==> src/sfs_pkg.sv <==
/*
  Constants, register map and carrier types for the start-command and
  output-flag-select block.
  Assumes a single 20 MHz controller clock and a drive core that supplies
  its status through sfs_drv_t.
*/
`default_nettype none
package sfs_pkg;
  // Clock and timing
  localparam int CLK_KHZ  = 32'h0000_4e20;
  localparam int TICK_MS  = 32'h0000_0001;
  localparam int TICK_CYC = CLK_KHZ * TICK_MS;
  localparam int INIT_US  = 32'h0000_0064;
  localparam int INIT_CYC = (INIT_US * CLK_KHZ + 32'h3e7) / 32'h3e8;

  // Register indices; byte address is index times four
  localparam int NIN       = 32'h5;
  localparam int R_CTRL    = 32'h00;
  localparam int R_STOPSEL = 32'h01;
  localparam int R_IN0     = 32'h02;
  localparam int R_OC1     = 32'h07;
  localparam int R_REL     = 32'h08;
  localparam int R_OC2     = 32'h09;
  localparam int R_SFREQ   = 32'h0a;
  localparam int R_DETF    = 32'h0b;
  localparam int R_DETR    = 32'h0c;
  localparam int R_OCLV    = 32'h0d;
  localparam int R_OCTM    = 32'h0e;
  localparam int R_ZCLV    = 32'h0f;
  localparam int R_ZCTM    = 32'h10;
  localparam int R_RGDT    = 32'h11;
  localparam int R_THTR    = 32'h12;
  localparam int NCFG      = 32'h13;
  localparam int R_STAT    = 32'h13;
  localparam int R_OUT     = 32'h14;
  localparam int NREG      = 32'h15;
  localparam int CTRL_JOG  = 32'h0;

  // Stop selection settings
  localparam logic [15:0] SS_COAST_MAX = 16'h0064;
  localparam logic [15:0] SS_B_LO      = 16'h03e8;
  localparam logic [15:0] SS_B_HI      = 16'h044c;
  localparam logic [15:0] SS_B_DECEL   = 16'h22b8;
  localparam logic [15:0] SS_A_DECEL   = 16'h270f;

  // Input terminal function codes
  localparam logic [15:0] IN_FWD     = 16'h003c;
  localparam logic [15:0] IN_REV     = 16'h003d;
  localparam logic [15:0] IN_OUTSTOP = 16'h0018;
  localparam logic [15:0] IN_STOP    = 16'h0019;
  localparam logic [15:0] IN_JOG     = 16'h0005;

  // Output function codes
  localparam logic [15:0] NEG_OFS = 16'h0064;
  localparam logic [15:0] NEG_MAX = 16'h00c7;
  localparam logic [15:0] NOFUNC  = 16'h270f;
  localparam logic [15:0] F_RUN   = 16'h0000;
  localparam logic [15:0] F_UPTO  = 16'h0001;
  localparam logic [15:0] F_OVLD  = 16'h0003;
  localparam logic [15:0] F_FDET  = 16'h0004;
  localparam logic [15:0] F_RGPRE = 16'h0007;
  localparam logic [15:0] F_THPRE = 16'h0008;
  localparam logic [15:0] F_READY = 16'h000b;
  localparam logic [15:0] F_OC    = 16'h000c;
  localparam logic [15:0] F_ZC    = 16'h000d;
  localparam logic [15:0] F_PIDLO = 16'h000e;
  localparam logic [15:0] F_PIDHI = 16'h000f;
  localparam logic [15:0] F_PIDFW = 16'h0010;
  localparam logic [15:0] F_FAN   = 16'h0019;
  localparam logic [15:0] F_HSINK = 16'h001a;
  localparam logic [15:0] F_PF    = 16'h002e;
  localparam logic [15:0] F_PID   = 16'h002f;
  localparam logic [15:0] F_RETRY = 16'h0040;
  localparam logic [15:0] F_AVG   = 16'h005d;
  localparam logic [15:0] F_FAULT = 16'h0063;
  localparam logic [15:0] F_SAFE  = 16'h0050;
  localparam int          PRE_PCT  = 32'h55;
  localparam int          FULL_PCT = 32'h64;

  // AXI responses
  localparam logic [1:0] RESP_OK  = 2'h0;
  localparam logic [1:0] RESP_SLV = 2'h2;
  localparam logic [1:0] RESP_DEC = 2'h3;

  typedef logic [NCFG-1:0][15:0] sfs_cfg_t;

  // Reset values, highest index first
  localparam sfs_cfg_t CFG_RST = {
    16'h03e8, 16'h03e8, 16'h01f4, 16'h0005, 16'h0064, 16'h03e8, 16'h0600, 16'h0600,
    16'h0032, F_SAFE, F_FAULT, F_RUN, IN_JOG, IN_STOP, IN_OUTSTOP, IN_REV, IN_FWD,
    SS_A_DECEL, 16'h0000};

  typedef struct packed {
    logic [15:0] out_freq;
    logic [15:0] set_freq;
    logic [15:0] out_current;
    logic [15:0] regen_use;
    logic [15:0] therm_acc;
    logic        stall;
    logic        fan_fault;
    logic        heatsink_prealarm;
    logic        powerfail_decel;
    logic        powerfail_release;
    logic        pid_active;
    logic        pid_below;
    logic        pid_above;
    logic        retry;
    logic        fault;
  } sfs_drv_t;

  typedef struct packed {
    logic fwd;
    logic rev;
    logic decel;
    logic coast;
  } sfs_motor_t;

  typedef struct packed {
    logic run;
    logic freq_reached_flag;
    logic overload_warning_flag;
    logic freq_detect_flag;
    logic regen_brake_prealarm;
    logic thermal_prealarm;
    logic ready_flag;
    logic overcurrent_detect_flag;
    logic zero_current_flag;
    logic pid_lower_limit_flag;
    logic pid_upper_limit_flag;
    logic pid_forward_flag;
    logic fan;
    logic heatsink_prealarm;
    logic powerfail_decel_flag;
    logic pid;
    logic retry_flag;
    logic fault_flag;
  } sfs_flags_t;
endpackage : sfs_pkg
`default_nettype wire

==> src/sfs_start_out_sel.sv <==
/*
  Start-command decode with two-wire and self-holding three-wire modes,
  and selectable-logic mapping of drive flags onto three output terminals,
  configured over an AXI4-Lite slave.
  Assumes terminal inputs and drive status are synchronous to aclk.
*/
// Our own choices: the AXI4-Lite interface to the registers and the address map.
// How it works
// - Coast-range stop selection coasts the motor when the start is removed.
// - Forward start maps only via terminal 0, reverse only via terminal 1.
// - Active stop input enables self-holding; start inputs only trigger.
// - Start latches on input release; in group A an opposite pulse changes direction.
// - Releasing stop input decelerates to stop and clears the latch.
// - Stop function is the terminal whose selection holds code 25.
// - Jog active with jog enabled makes the stop input ignored.
// - Output stop shuts off output but keeps the self-holding latch.
// - Start pair decode depends on stop selection group A or B.
// - Codes 0-99 positive logic, 100-199 same function negative.
// - Three selectable outputs, defaults running, fault, safety monitor.
// - Relay selection refuses codes 93 and 193.
// - Running flag when output frequency at or above starting frequency.
// - Frequency reached flag when output reaches set frequency.
// - Overload warning while stall prevention is active.
// - Frequency detect against forward or reverse threshold.
// - Regen prealarm at 85 percent of configured duty.
// - Thermal prealarm at 85 percent, trip at 100 percent.
// - Ready after power-up reset process, also while running.
// - Current over or under threshold longer than set time.
// - PID lower, upper limit and forward rotation flags.
// - Fan, heatsink, held power-fail, PID and retry flags.
// - Active function conducts at 0-99, not at 100-199.
`timescale 1ns/1ps
`default_nettype none
module sfs_start_out_sel
  import sfs_pkg::*;
#(
  parameter int ADDR_W      = 8,
  parameter int TICK_CYCLES = TICK_CYC
) (
  input  wire logic              aclk,
  input  wire logic              aresetn,
  input  wire logic [ADDR_W-1:0] s_axi_awaddr,
  input  wire logic              s_axi_awvalid,
  output logic                   s_axi_awready,
  input  wire logic [31:0]       s_axi_wdata,
  input  wire logic [3:0]        s_axi_wstrb,
  input  wire logic              s_axi_wvalid,
  output logic                   s_axi_wready,
  output logic [1:0]             s_axi_bresp,
  output logic                   s_axi_bvalid,
  input  wire logic              s_axi_bready,
  input  wire logic [ADDR_W-1:0] s_axi_araddr,
  input  wire logic              s_axi_arvalid,
  output logic                   s_axi_arready,
  output logic [31:0]            s_axi_rdata,
  output logic [1:0]             s_axi_rresp,
  output logic                   s_axi_rvalid,
  input  wire logic              s_axi_rready,
  input  wire logic [NIN-1:0]    term_in,
  input  wire sfs_drv_t          drv,
  output sfs_motor_t             motor,
  output logic                   oc1_on,
  output logic                   relay_on,
  output logic                   oc2_on,
  output logic                   thermal_trip
);
  localparam int IDX_W = ADDR_W - 2;

  typedef struct packed {
    sfs_cfg_t     cfg;
    logic         aw_v;
    logic [IDX_W-1:0] aw_a;
    logic         w_v;
    logic [15:0]  w_d;
    logic [1:0]   w_s;
    logic         b_v;
    logic [1:0]   b_r;
    logic         r_v;
    logic [1:0]   r_r;
    logic [31:0]  r_d;
    logic         fwd_p;
    logic         rev_p;
    logic         hold;
    logic         hold_rev;
    logic         coast;
    sfs_motor_t   cmd;
    logic [15:0]  tick;
    logic [11:0]  init;
    logic         ready;
    logic         pf;
    logic [15:0]  oc_cnt;
    logic [15:0]  zc_cnt;
    logic [2:0]   term;
    logic         trip;
  } sfs_st_t;

  sfs_st_t    s_q;
  sfs_st_t    s_d;
  sfs_flags_t fl;
  logic       fwd_i;
  logic       rev_i;
  logic       stop_raw;
  logic       stop_i;
  logic       jog_i;
  logic       jog_en;
  logic       ostop_i;
  logic       mb;
  logic       cst;
  logic       run_c;
  logic       dir_c;
  logic       tick;
  logic       wr_fire;
  logic [15:0] wv;
  logic [1:0]  wresp;

  // Any terminal whose selection holds the code and is active
  function automatic logic in_act(input sfs_cfg_t c, input logic [NIN-1:0] t, input logic [15:0] code);
    in_act = 1'b0;
    for (int i = 0; i < NIN; i++) begin
      if (c[R_IN0+i] == code && t[i]) in_act = 1'b1;
    end
  endfunction : in_act

  // Group B: forward is start, reverse is direction
  function automatic logic mode_b(input logic [15:0] v);
    mode_b = (v >= SS_B_LO && v <= SS_B_HI) || v == SS_B_DECEL;
  endfunction : mode_b

  // Value reached pct of limit; widened so the products never wrap
  function automatic logic pct_ge(input logic [15:0] v, input logic [15:0] lim, input int pct);
    pct_ge = (32'(v) * FULL_PCT) >= (32'(lim) * pct);
  endfunction : pct_ge

  // Output level for a selection code
  function automatic logic term_drive(input logic [15:0] code, input sfs_flags_t f);
    logic [15:0] b;
    logic        v;
    b = (code >= NEG_OFS) ? code - NEG_OFS : code;
    // Flag for the base function code; codes without a flag give zero
    case (b)
      F_RUN:   v = f.run;
      F_UPTO:  v = f.freq_reached_flag;
      F_OVLD:  v = f.overload_warning_flag;
      F_FDET:  v = f.freq_detect_flag;
      F_RGPRE: v = f.regen_brake_prealarm;
      F_THPRE: v = f.thermal_prealarm;
      F_READY: v = f.ready_flag;
      F_OC:    v = f.overcurrent_detect_flag;
      F_ZC:    v = f.zero_current_flag;
      F_PIDLO: v = f.pid_lower_limit_flag;
      F_PIDHI: v = f.pid_upper_limit_flag;
      F_PIDFW: v = f.pid_forward_flag;
      F_FAN:   v = f.fan;
      F_HSINK: v = f.heatsink_prealarm;
      F_PF:    v = f.powerfail_decel_flag;
      F_PID:   v = f.pid;
      F_RETRY: v = f.retry_flag;
      F_FAULT: v = f.fault_flag;
      default: v = 1'b0;
    endcase
    if (code == NOFUNC) term_drive = 1'b0;
    // Conduct when active at positive codes
    else term_drive = (code < NEG_OFS) ? v : ~v;
  endfunction : term_drive

  // Write check: refused values leave the register untouched
  function automatic logic [1:0] wr_check(input logic [IDX_W-1:0] idx, input logic [15:0] v);
    logic ok;
    ok = 1'b1;
    if (idx >= NREG) return RESP_DEC;
    if (idx >= NCFG) return RESP_SLV;
    if (idx == R_STOPSEL) begin
      ok = v <= SS_COAST_MAX || mode_b(v) || v == SS_A_DECEL;
    end else if (idx >= R_IN0 && idx < R_IN0 + NIN) begin
      // Start functions tied to their own terminals
      ok = !(v == IN_FWD && idx != R_IN0) && !(v == IN_REV && idx != R_IN0 + 1);
    end else if (idx == R_OC1 || idx == R_REL || idx == R_OC2) begin
      ok = v <= NEG_MAX || (v == NOFUNC && idx != R_OC2);
      if (idx == R_REL && (v == F_AVG || v == F_AVG + NEG_OFS)) ok = 1'b0;
    end
    return ok ? RESP_OK : RESP_SLV;
  endfunction : wr_check

  // Input function decode
  // Stop comes from the terminal coded 25
  assign fwd_i    = in_act(s_q.cfg, term_in, IN_FWD);
  assign rev_i    = in_act(s_q.cfg, term_in, IN_REV);
  assign stop_raw = in_act(s_q.cfg, term_in, IN_STOP);
  assign jog_i    = in_act(s_q.cfg, term_in, IN_JOG);
  assign ostop_i  = in_act(s_q.cfg, term_in, IN_OUTSTOP);
  assign jog_en   = s_q.cfg[R_CTRL][CTRL_JOG];
  assign stop_i   = stop_raw && !(jog_i && jog_en);
  assign mb       = mode_b(s_q.cfg[R_STOPSEL]);
  // Coast ranges of the stop selection
  assign cst      = s_q.cfg[R_STOPSEL] <= SS_COAST_MAX || (s_q.cfg[R_STOPSEL] >= SS_B_LO &&
                    s_q.cfg[R_STOPSEL] <= SS_B_HI);
  assign tick     = s_q.tick == 16'(TICK_CYCLES - 1);

  // Flag sources
  // Running at or above starting frequency
  assign fl.run = (s_q.cmd.fwd || s_q.cmd.rev) && drv.out_freq >= s_q.cfg[R_SFREQ];
  assign fl.freq_reached_flag = fl.run && drv.out_freq >= drv.set_freq;
  assign fl.overload_warning_flag = drv.stall;
  // Reverse rotation uses its own threshold
  assign fl.freq_detect_flag = drv.out_freq >= (s_q.cmd.rev ? s_q.cfg[R_DETR] : s_q.cfg[R_DETF]);
  assign fl.regen_brake_prealarm = pct_ge(drv.regen_use, s_q.cfg[R_RGDT], PRE_PCT);
  assign fl.thermal_prealarm = pct_ge(drv.therm_acc, s_q.cfg[R_THTR], PRE_PCT);
  assign fl.ready_flag = s_q.ready;
  assign fl.overcurrent_detect_flag = s_q.oc_cnt > s_q.cfg[R_OCTM];
  assign fl.zero_current_flag = s_q.zc_cnt > s_q.cfg[R_ZCTM];
  assign fl.pid_lower_limit_flag = drv.pid_below;
  assign fl.pid_upper_limit_flag = drv.pid_above;
  assign fl.pid_forward_flag = drv.pid_active && s_q.cmd.fwd;
  assign fl.fan = drv.fan_fault;
  assign fl.heatsink_prealarm = drv.heatsink_prealarm;
  assign fl.powerfail_decel_flag = s_q.pf;
  assign fl.pid = drv.pid_active;
  assign fl.retry_flag = drv.retry;
  assign fl.fault_flag = drv.fault;

  // Register write merge over the low two byte lanes
  assign wr_fire = s_q.aw_v && s_q.w_v && !s_q.b_v;
  always_comb begin
    wv = (s_q.aw_a < NCFG) ? s_q.cfg[s_q.aw_a] : 16'h0000;
    if (s_q.w_s[0]) wv[7:0] = s_q.w_d[7:0];
    if (s_q.w_s[1]) wv[15:8] = s_q.w_d[15:8];
    wresp = wr_check(s_q.aw_a, wv);
  end

  // Next state
  always_comb begin
    s_d = s_q;
    run_c = 1'b0;
    dir_c = 1'b0;
    // AXI write: address and data in either order
    if (s_axi_awvalid && !s_q.aw_v) begin
      s_d.aw_v = 1'b1;
      s_d.aw_a = s_axi_awaddr[ADDR_W-1:2];
    end
    if (s_axi_wvalid && !s_q.w_v) begin
      s_d.w_v = 1'b1;
      s_d.w_d = s_axi_wdata[15:0];
      s_d.w_s = s_axi_wstrb[1:0];
    end
    if (wr_fire) begin
      if (wresp == RESP_OK) s_d.cfg[s_q.aw_a] = wv;
      s_d.b_v = 1'b1;
      s_d.b_r = wresp;
      s_d.aw_v = 1'b0;
      s_d.w_v = 1'b0;
    end
    if (s_q.b_v && s_axi_bready) s_d.b_v = 1'b0;
    // AXI read; unmapped words read zero with a decode error
    if (s_axi_arvalid && !s_q.r_v) begin
      s_d.r_v = 1'b1;
      s_d.r_r = RESP_OK;
      if (s_axi_araddr[ADDR_W-1:2] < NCFG) s_d.r_d = 32'(s_q.cfg[s_axi_araddr[ADDR_W-1:2]]);
      else if (s_axi_araddr[ADDR_W-1:2] == R_STAT) s_d.r_d = 32'({s_q.hold, s_q.hold_rev, s_q.cmd, fl});
      else if (s_axi_araddr[ADDR_W-1:2] == R_OUT) s_d.r_d = 32'({s_q.trip, s_q.term});
      else begin
        s_d.r_d = 32'h0000_0000;
        s_d.r_r = RESP_DEC;
      end
    end else if (s_q.r_v && s_axi_rready) begin
      s_d.r_v = 1'b0;
    end

    // Self-holding latch
    s_d.fwd_p = fwd_i;
    s_d.rev_p = rev_i;
    if (!stop_i) begin
      s_d.hold = 1'b0;
      s_d.hold_rev = 1'b0;
    end else if (s_q.fwd_p && !fwd_i) begin
      s_d.hold = 1'b1;
      s_d.hold_rev = mb ? rev_i : 1'b0;
    end else if (!mb && s_q.rev_p && !rev_i) begin
      s_d.hold = 1'b1;
      s_d.hold_rev = 1'b1;
    end
    // Command decode
    if (stop_i) begin
      // Start inputs act only as triggers here
      run_c = s_d.hold;
      dir_c = s_d.hold_rev;
    end else if (mb) begin
      run_c = fwd_i;
      dir_c = rev_i;
    end else begin
      // Group A: one input alone, else stop
      run_c = fwd_i ^ rev_i;
      dir_c = rev_i;
    end
    // Removing a two-wire start coasts in coast ranges
    if (run_c) s_d.coast = 1'b0;
    else if ((s_q.cmd.fwd || s_q.cmd.rev) && cst && !s_q.hold) s_d.coast = 1'b1;
    // Output stop gates the command, latch untouched
    s_d.cmd.fwd = run_c && !dir_c && !ostop_i;
    s_d.cmd.rev = run_c && dir_c && !ostop_i;
    s_d.cmd.coast = s_d.coast || ostop_i;
    s_d.cmd.decel = !run_c && !s_d.coast && !ostop_i;

    // Millisecond tick for the current timers
    s_d.tick = tick ? 16'h0000 : s_q.tick + 16'h0001;
    // Time above or below each current level
    if (drv.out_current <= s_q.cfg[R_OCLV]) s_d.oc_cnt = 16'h0000;
    else if (tick && s_q.oc_cnt != 16'hffff) s_d.oc_cnt = s_q.oc_cnt + 16'h0001;
    if (drv.out_current >= s_q.cfg[R_ZCLV]) s_d.zc_cnt = 16'h0000;
    else if (tick && s_q.zc_cnt != 16'hffff) s_d.zc_cnt = s_q.zc_cnt + 16'h0001;
    // Ready once the power-up sequence ends, lost on a fault
    if (s_q.init != 12'(INIT_CYC - 1)) s_d.init = s_q.init + 12'h001;
    s_d.ready = s_q.init == 12'(INIT_CYC - 1) && !drv.fault;
    // Power-fail flag held until release; a new set wins
    s_d.pf = drv.powerfail_decel || (s_q.pf && !drv.powerfail_release);
    s_d.trip = pct_ge(drv.therm_acc, s_q.cfg[R_THTR], FULL_PCT);
    s_d.term[0] = term_drive(s_q.cfg[R_OC1], fl);
    s_d.term[1] = term_drive(s_q.cfg[R_REL], fl);
    s_d.term[2] = term_drive(s_q.cfg[R_OC2], fl);
  end

  // State register; reset loads the default selections
  always_ff @(posedge aclk) begin
    if (!aresetn) s_q <= '{cfg: CFG_RST, default: '0};
    else s_q <= s_d;
  end

  // Ports
  assign s_axi_awready = !s_q.aw_v;
  assign s_axi_wready  = !s_q.w_v;
  assign s_axi_bvalid  = s_q.b_v;
  assign s_axi_bresp   = s_q.b_r;
  assign s_axi_arready = !s_q.r_v;
  assign s_axi_rvalid  = s_q.r_v;
  assign s_axi_rdata   = s_q.r_d;
  assign s_axi_rresp   = s_q.r_r;
  assign motor         = s_q.cmd;
  assign oc1_on        = s_q.term[0];
  assign relay_on      = s_q.term[1];
  assign oc2_on        = s_q.term[2];
  assign thermal_trip  = s_q.trip;
endmodule : sfs_start_out_sel
`default_nettype wire

==> config.mk <==
export PLATFORM = sky130hd
export DESIGN_NAME = sfs_start_out_sel
export DESIGN_NICKNAME = d
export VERILOG_FILES = /design/src/sfs_pkg.sv /design/src/sfs_start_out_sel.sv
export SDC_FILE = /design/constraint.sdc
export NUM_CORES = 2
export LEC_CHECK = 0
export BUFFER_PORTS_ARGS = -buffer_cell sky130_fd_sc_hd__buf_2
export CORE_UTILIZATION = 50
export CTS_BUF_LIST = sky130_fd_sc_hd__clkbuf_2
export DETAILED_ROUTE_END_ITERATION = 10
export GPL_TIMING_DRIVEN = 1
export HOLD_SLACK_MARGIN = 0.1
export PLACE_DENSITY = 0.75
export SLEW_MARGIN = 30
export SYNTH_ARGS = -nofsm -noshare
export SYNTH_HDL_FRONTEND = slang
export SYNTH_SLANG_ARGS = --single-unit
==> constraint.sdc <==
create_clock -name aclk -period 7.3 [get_ports aclk]
set_clock_uncertainty 0.1 [all_clocks]
set_input_delay 0.73 -clock aclk [delete_from_list [all_inputs] [get_ports aclk]]
set_output_delay 0.73 -clock aclk [all_outputs]
set_load 0.01 [all_outputs]
==> results.py <==
metrics = {
    "outcome": {
        "status": "finished clean",
    },
    "logic_synthesis": {
        "synth_top_area_cell": "dfxtp_1",
        "ys_ff_latch": 434,
        "async_flop_share": 0,
        "synth_ff_type": "dfxtp_1",
        "synthAdderAreaFrac": 0.2002,
        "avgSynthCellArea_um2": 8.462,
        "synth_top_family_by_area": "adder cells",
        "yosysSeqAreaShare": 0.2362,
        "synth_compound_area_frac": 0.1455,
        "synthXorXnorAreaFrac": 0.03167,
        "synth_edf_count": 0,
        "ys_top_cells_by_area": "dfxtp_1 24%, ha_1 16%, mux4_2 7.2%, fa_1 4.4%, inv_1 4.4%",
        "synth_simple_gate_area_frac": 0.1861,
        "syn-instance-count": 4347,
        "netlist.area_leader.share": 0.2362,
        "muxShareOfSynthArea": 0.1191,
        "yosysUniqueCellTypes": 96,
        "yosys_warnings": 0,
        "netlist_area_mm2": 0.03678,
    },
    "floorplanning": {
        "die_x_um": 273.2,
        "rows": 99,
        "pin_count": 203,
        "core_area_mm2": 0.07283,
        "die_h_um": 273.2,
        "initial_core_util": 0.5050,
        "dieArea_mm2": 0.07466,
    },
    "layout": {
        "final_cell_mix": "459 x ha_1, 431 x inv_1, 429 x dfxtp_1, 298 x nand2_1, 297 x nand3_1",
        "final_nets": 5236,
        "final_layout_size_suffix_gt1_frac": 0.1414,
        "syn_to_final_growth_pct": 9.429,
        "final_common_cell": "ha_1",
    },
    "place": {
        "dp_slack_ns": 0.1697,
        "gp_congestion": 1.059,
        "dp_hpwl_mm": 99.04,
        "numPortBuffers": 172,
    },
    "power": {
        "power.internal_w": 0.003677,
        "irDropWorstVdd_mv": 0.1351,
        "swShare": 0.3661,
        "power_w": 0.005801,
        "p_sw_w": 0.002124,
        "p_leak_nw": 17.32,
        "powerDensity_mw_per_mm2": 144.1,
        "seqPwrFrac": 0.419,
        "power_frac_comb": 0.286,
        "power.share.clock": 0.295,
    },
    "setup_path": {
        "crit_start": "s_q[430]$_SDFFE_PN1P_",
        "cp-start-kind": "flip-flop",
        "reg2reg_slack_ns": 0.39,
        "critPathMaxFanout": 8,
        "arrival_ns": 7.84,
        "slowest_stage": "fa_1",
        "worst_r2r_path_depth": 30,
        "path_class": "flip-flop to flip-flop",
        "r2r_start": "s_q[430]$_SDFFE_PN1P_",
        "endpoint_kind": "flip-flop",
        "crit_required_ns": 8.23,
        "rr_endpoint": "oc1_on$_SDFF_PP0_",
        "max_stage_delay_ns": 0.51,
    },
    "min_path": {
        "min_to": "s_q[74]$_SDFF_PN0_",
        "min_from": "term_in[2]",
        "whs_path_depth": 5,
        "hold_path.class": "input pin to flip-flop",
    },
    "routing": {
        "drt-wirelength-per-cell_um": 23.61,
        "wirelength_mm": 131.9,
        "drtIter0Drc": 3839,
        "vias_per_cell": 6.237,
        "firstDrtPassIters": 7,
        "route.detailed.drc": 0,
        "via_count": 34850,
        "ant_nets": 0,
    },
    "clock_network": {
        "clockRootBuffer": "clkbuf_2",
        "clock_path_buffers": 3,
        "h-tree-depth": 3,
        "cts_buffers": 112,
        "cts_tree": "done",
        "clk_latency_ns": 1.32,
        "cts_setup_buffers": 0,
        "path_clk_slew_ns": 0.10,
        "clock-sinks": 434,
    },
    "global_route": {
        "grt_antenna_before_repair": 9,
        "grt_overflow": 0,
        "grt_pass1_vias": 32970,
        "grt_max_degree": 144,
        "grt_pass1_wl_mm": 196.4,
        "grtUsageTotal": 0.3496,
    },
    "flow_run": {
        "drv_cap": 0,
    },
    "timing": {
        "max_freq_mhz": 144.8,
        "drv_slew": 0,
        "finalWorstSetupSlack_ns": 0.3932,
        "slew-limit-headroom": 0.2350,
        "hold_viol_final": 0,
        "setup-tns-final_ns": 0,
        "layout_min_cycle_time_ns": 6.907,
        "period_share": 0.9461,
        "setup_violations": 0,
        "worstMarginPinSlew_ns": 1.148,
        "rsz0062_at_grt": "no",
    },
}
## layout make-up
type,instances,area (um2)
Antenna cell,5,12.51
Clock buffer,160,800.8
Clock inverter,36,182.7
Fill cell,6676,32580
Inverter,432,1624
Multi-Input combinational cell,3214,25290
Sequential cell,434,8697
Tap cell,959,1200
Timing Repair Buffer,348,2450
## worst max-delay path: cells and delay by family (launching register included)
kind | cells | cell delay, ns
AND/OR/NAND/NOR | 8 | 1.47
XOR/XNOR | 1 | 0.09
multiplexers | 1 | 0.31
buffers and inverters | 4 | 0.27
AO/OA/AOI/OAI | 10 | 1.76
adder cells (fa/ha/maj) | 6 | 2.33
flip-flops | 1 | 0.39
## metal layers
| metal | share of wire | track usage |
|---|---|---|
| met1 | 0.37 | 0.4087 |
| met2 | 0.43 | 0.5386 |
| met3 | 0.11 | 0.09649 |
| met4 | 0.095 | 0.2795 |
| met5 | 0.00045 | 0 |
## power groups by stage
| stage | Clock (W) | Combinational, W | Sequential (W) |
|---|---|---|---|
| after floorplan | 0 | 0.00112 | 0.00246 |
| after global placement | 0 | 0.00155 | 0.00248 |
| after detailed placement | 0 | 0.00158 | 0.00248 |
| after CTS | 0.00172 | 0.00163 | 0.00243 |
| after global routing | 0.00185 | 0.00184 | 0.00243 |
| final | 0.00171 | 0.00166 | 0.00243 |
## synthesized netlist by cell type (78+ instances only)
| library cell | number |
|---|---|
| nand2_1 | 301 |
| nor2_1 | 295 |
| inv_1 | 432 |
| mux4_2 | 117 |
| xnor2_1 | 78 |
| nand3_1 | 297 |
| nor3_1 | 130 |
| dfxtp_1 | 434 |
| fa_1 | 81 |
| a21oi_1 | 196 |
| o21ai_0 | 281 |
| mux2i_1 | 134 |
| clkbuf_1 | 143 |
| ha_1 | 459 |
## how the worst max path moves through the flow
stage,slack (ns),endpoint
finish,0.39,oc1_on$_SDFF_PP0_
global route,0.01,oc1_on$_SDFF_PP0_
CTS,0.26,oc1_on$_SDFF_PP0_
detailed placement,0.17,oc1_on$_SDFF_PP0_
global placement,0.14,oc1_on$_SDFF_PP0_
floorplan,0.97,oc1_on$_SDFF_PP0_
## kinds of logic (layout without fill, tap and decap cells)
| group | after synthesis | in the layout |
|---|---|---|
| AOI/OAI and AO/OA | 867 | 867 |
| and+or+nand+nor | 1379 | 1379 |
| other | 1 | 13 |
| buffers and inverters | 706 | 976 |
| adders and majority gates | 540 | 540 |
| DFF | 434 | 434 |
| xor gates and xnor gates | 133 | 133 |
| muxes | 287 | 287 |
## through the flow
step | instance area [um2] | util | std cells | hold WS [ns]
after floorplan | 36810 | - | 4354 | 0.2939
after CTS | 40170 | 0.5515 | 5582 | 0.1268
after detailed placement | 38270 | 0.5255 | 5295 | 0.3201
after global placement | 38240 | 0.5250 | 5295 | 0.3069
after global routing | 40240 | 0.5525 | 5585 | 0.1727
final | 40250 | 0.5527 | 5588 | 0.2366
## state kept, by name, summed over array words and instances, names as in the netlist, 2 cells and up
register,cells
s_q,394
s_axi_bresp,2
fl,2
motor,4
s_axi_rdata,24
## what timing repair did
action                                  CTS  global route
hold buffers                             91             0
resized for setup                         0             8
endpoints found under the setup margin    0             1
endpoints found under the hold margin   155             0
Power figures use the tool's default switching activity.
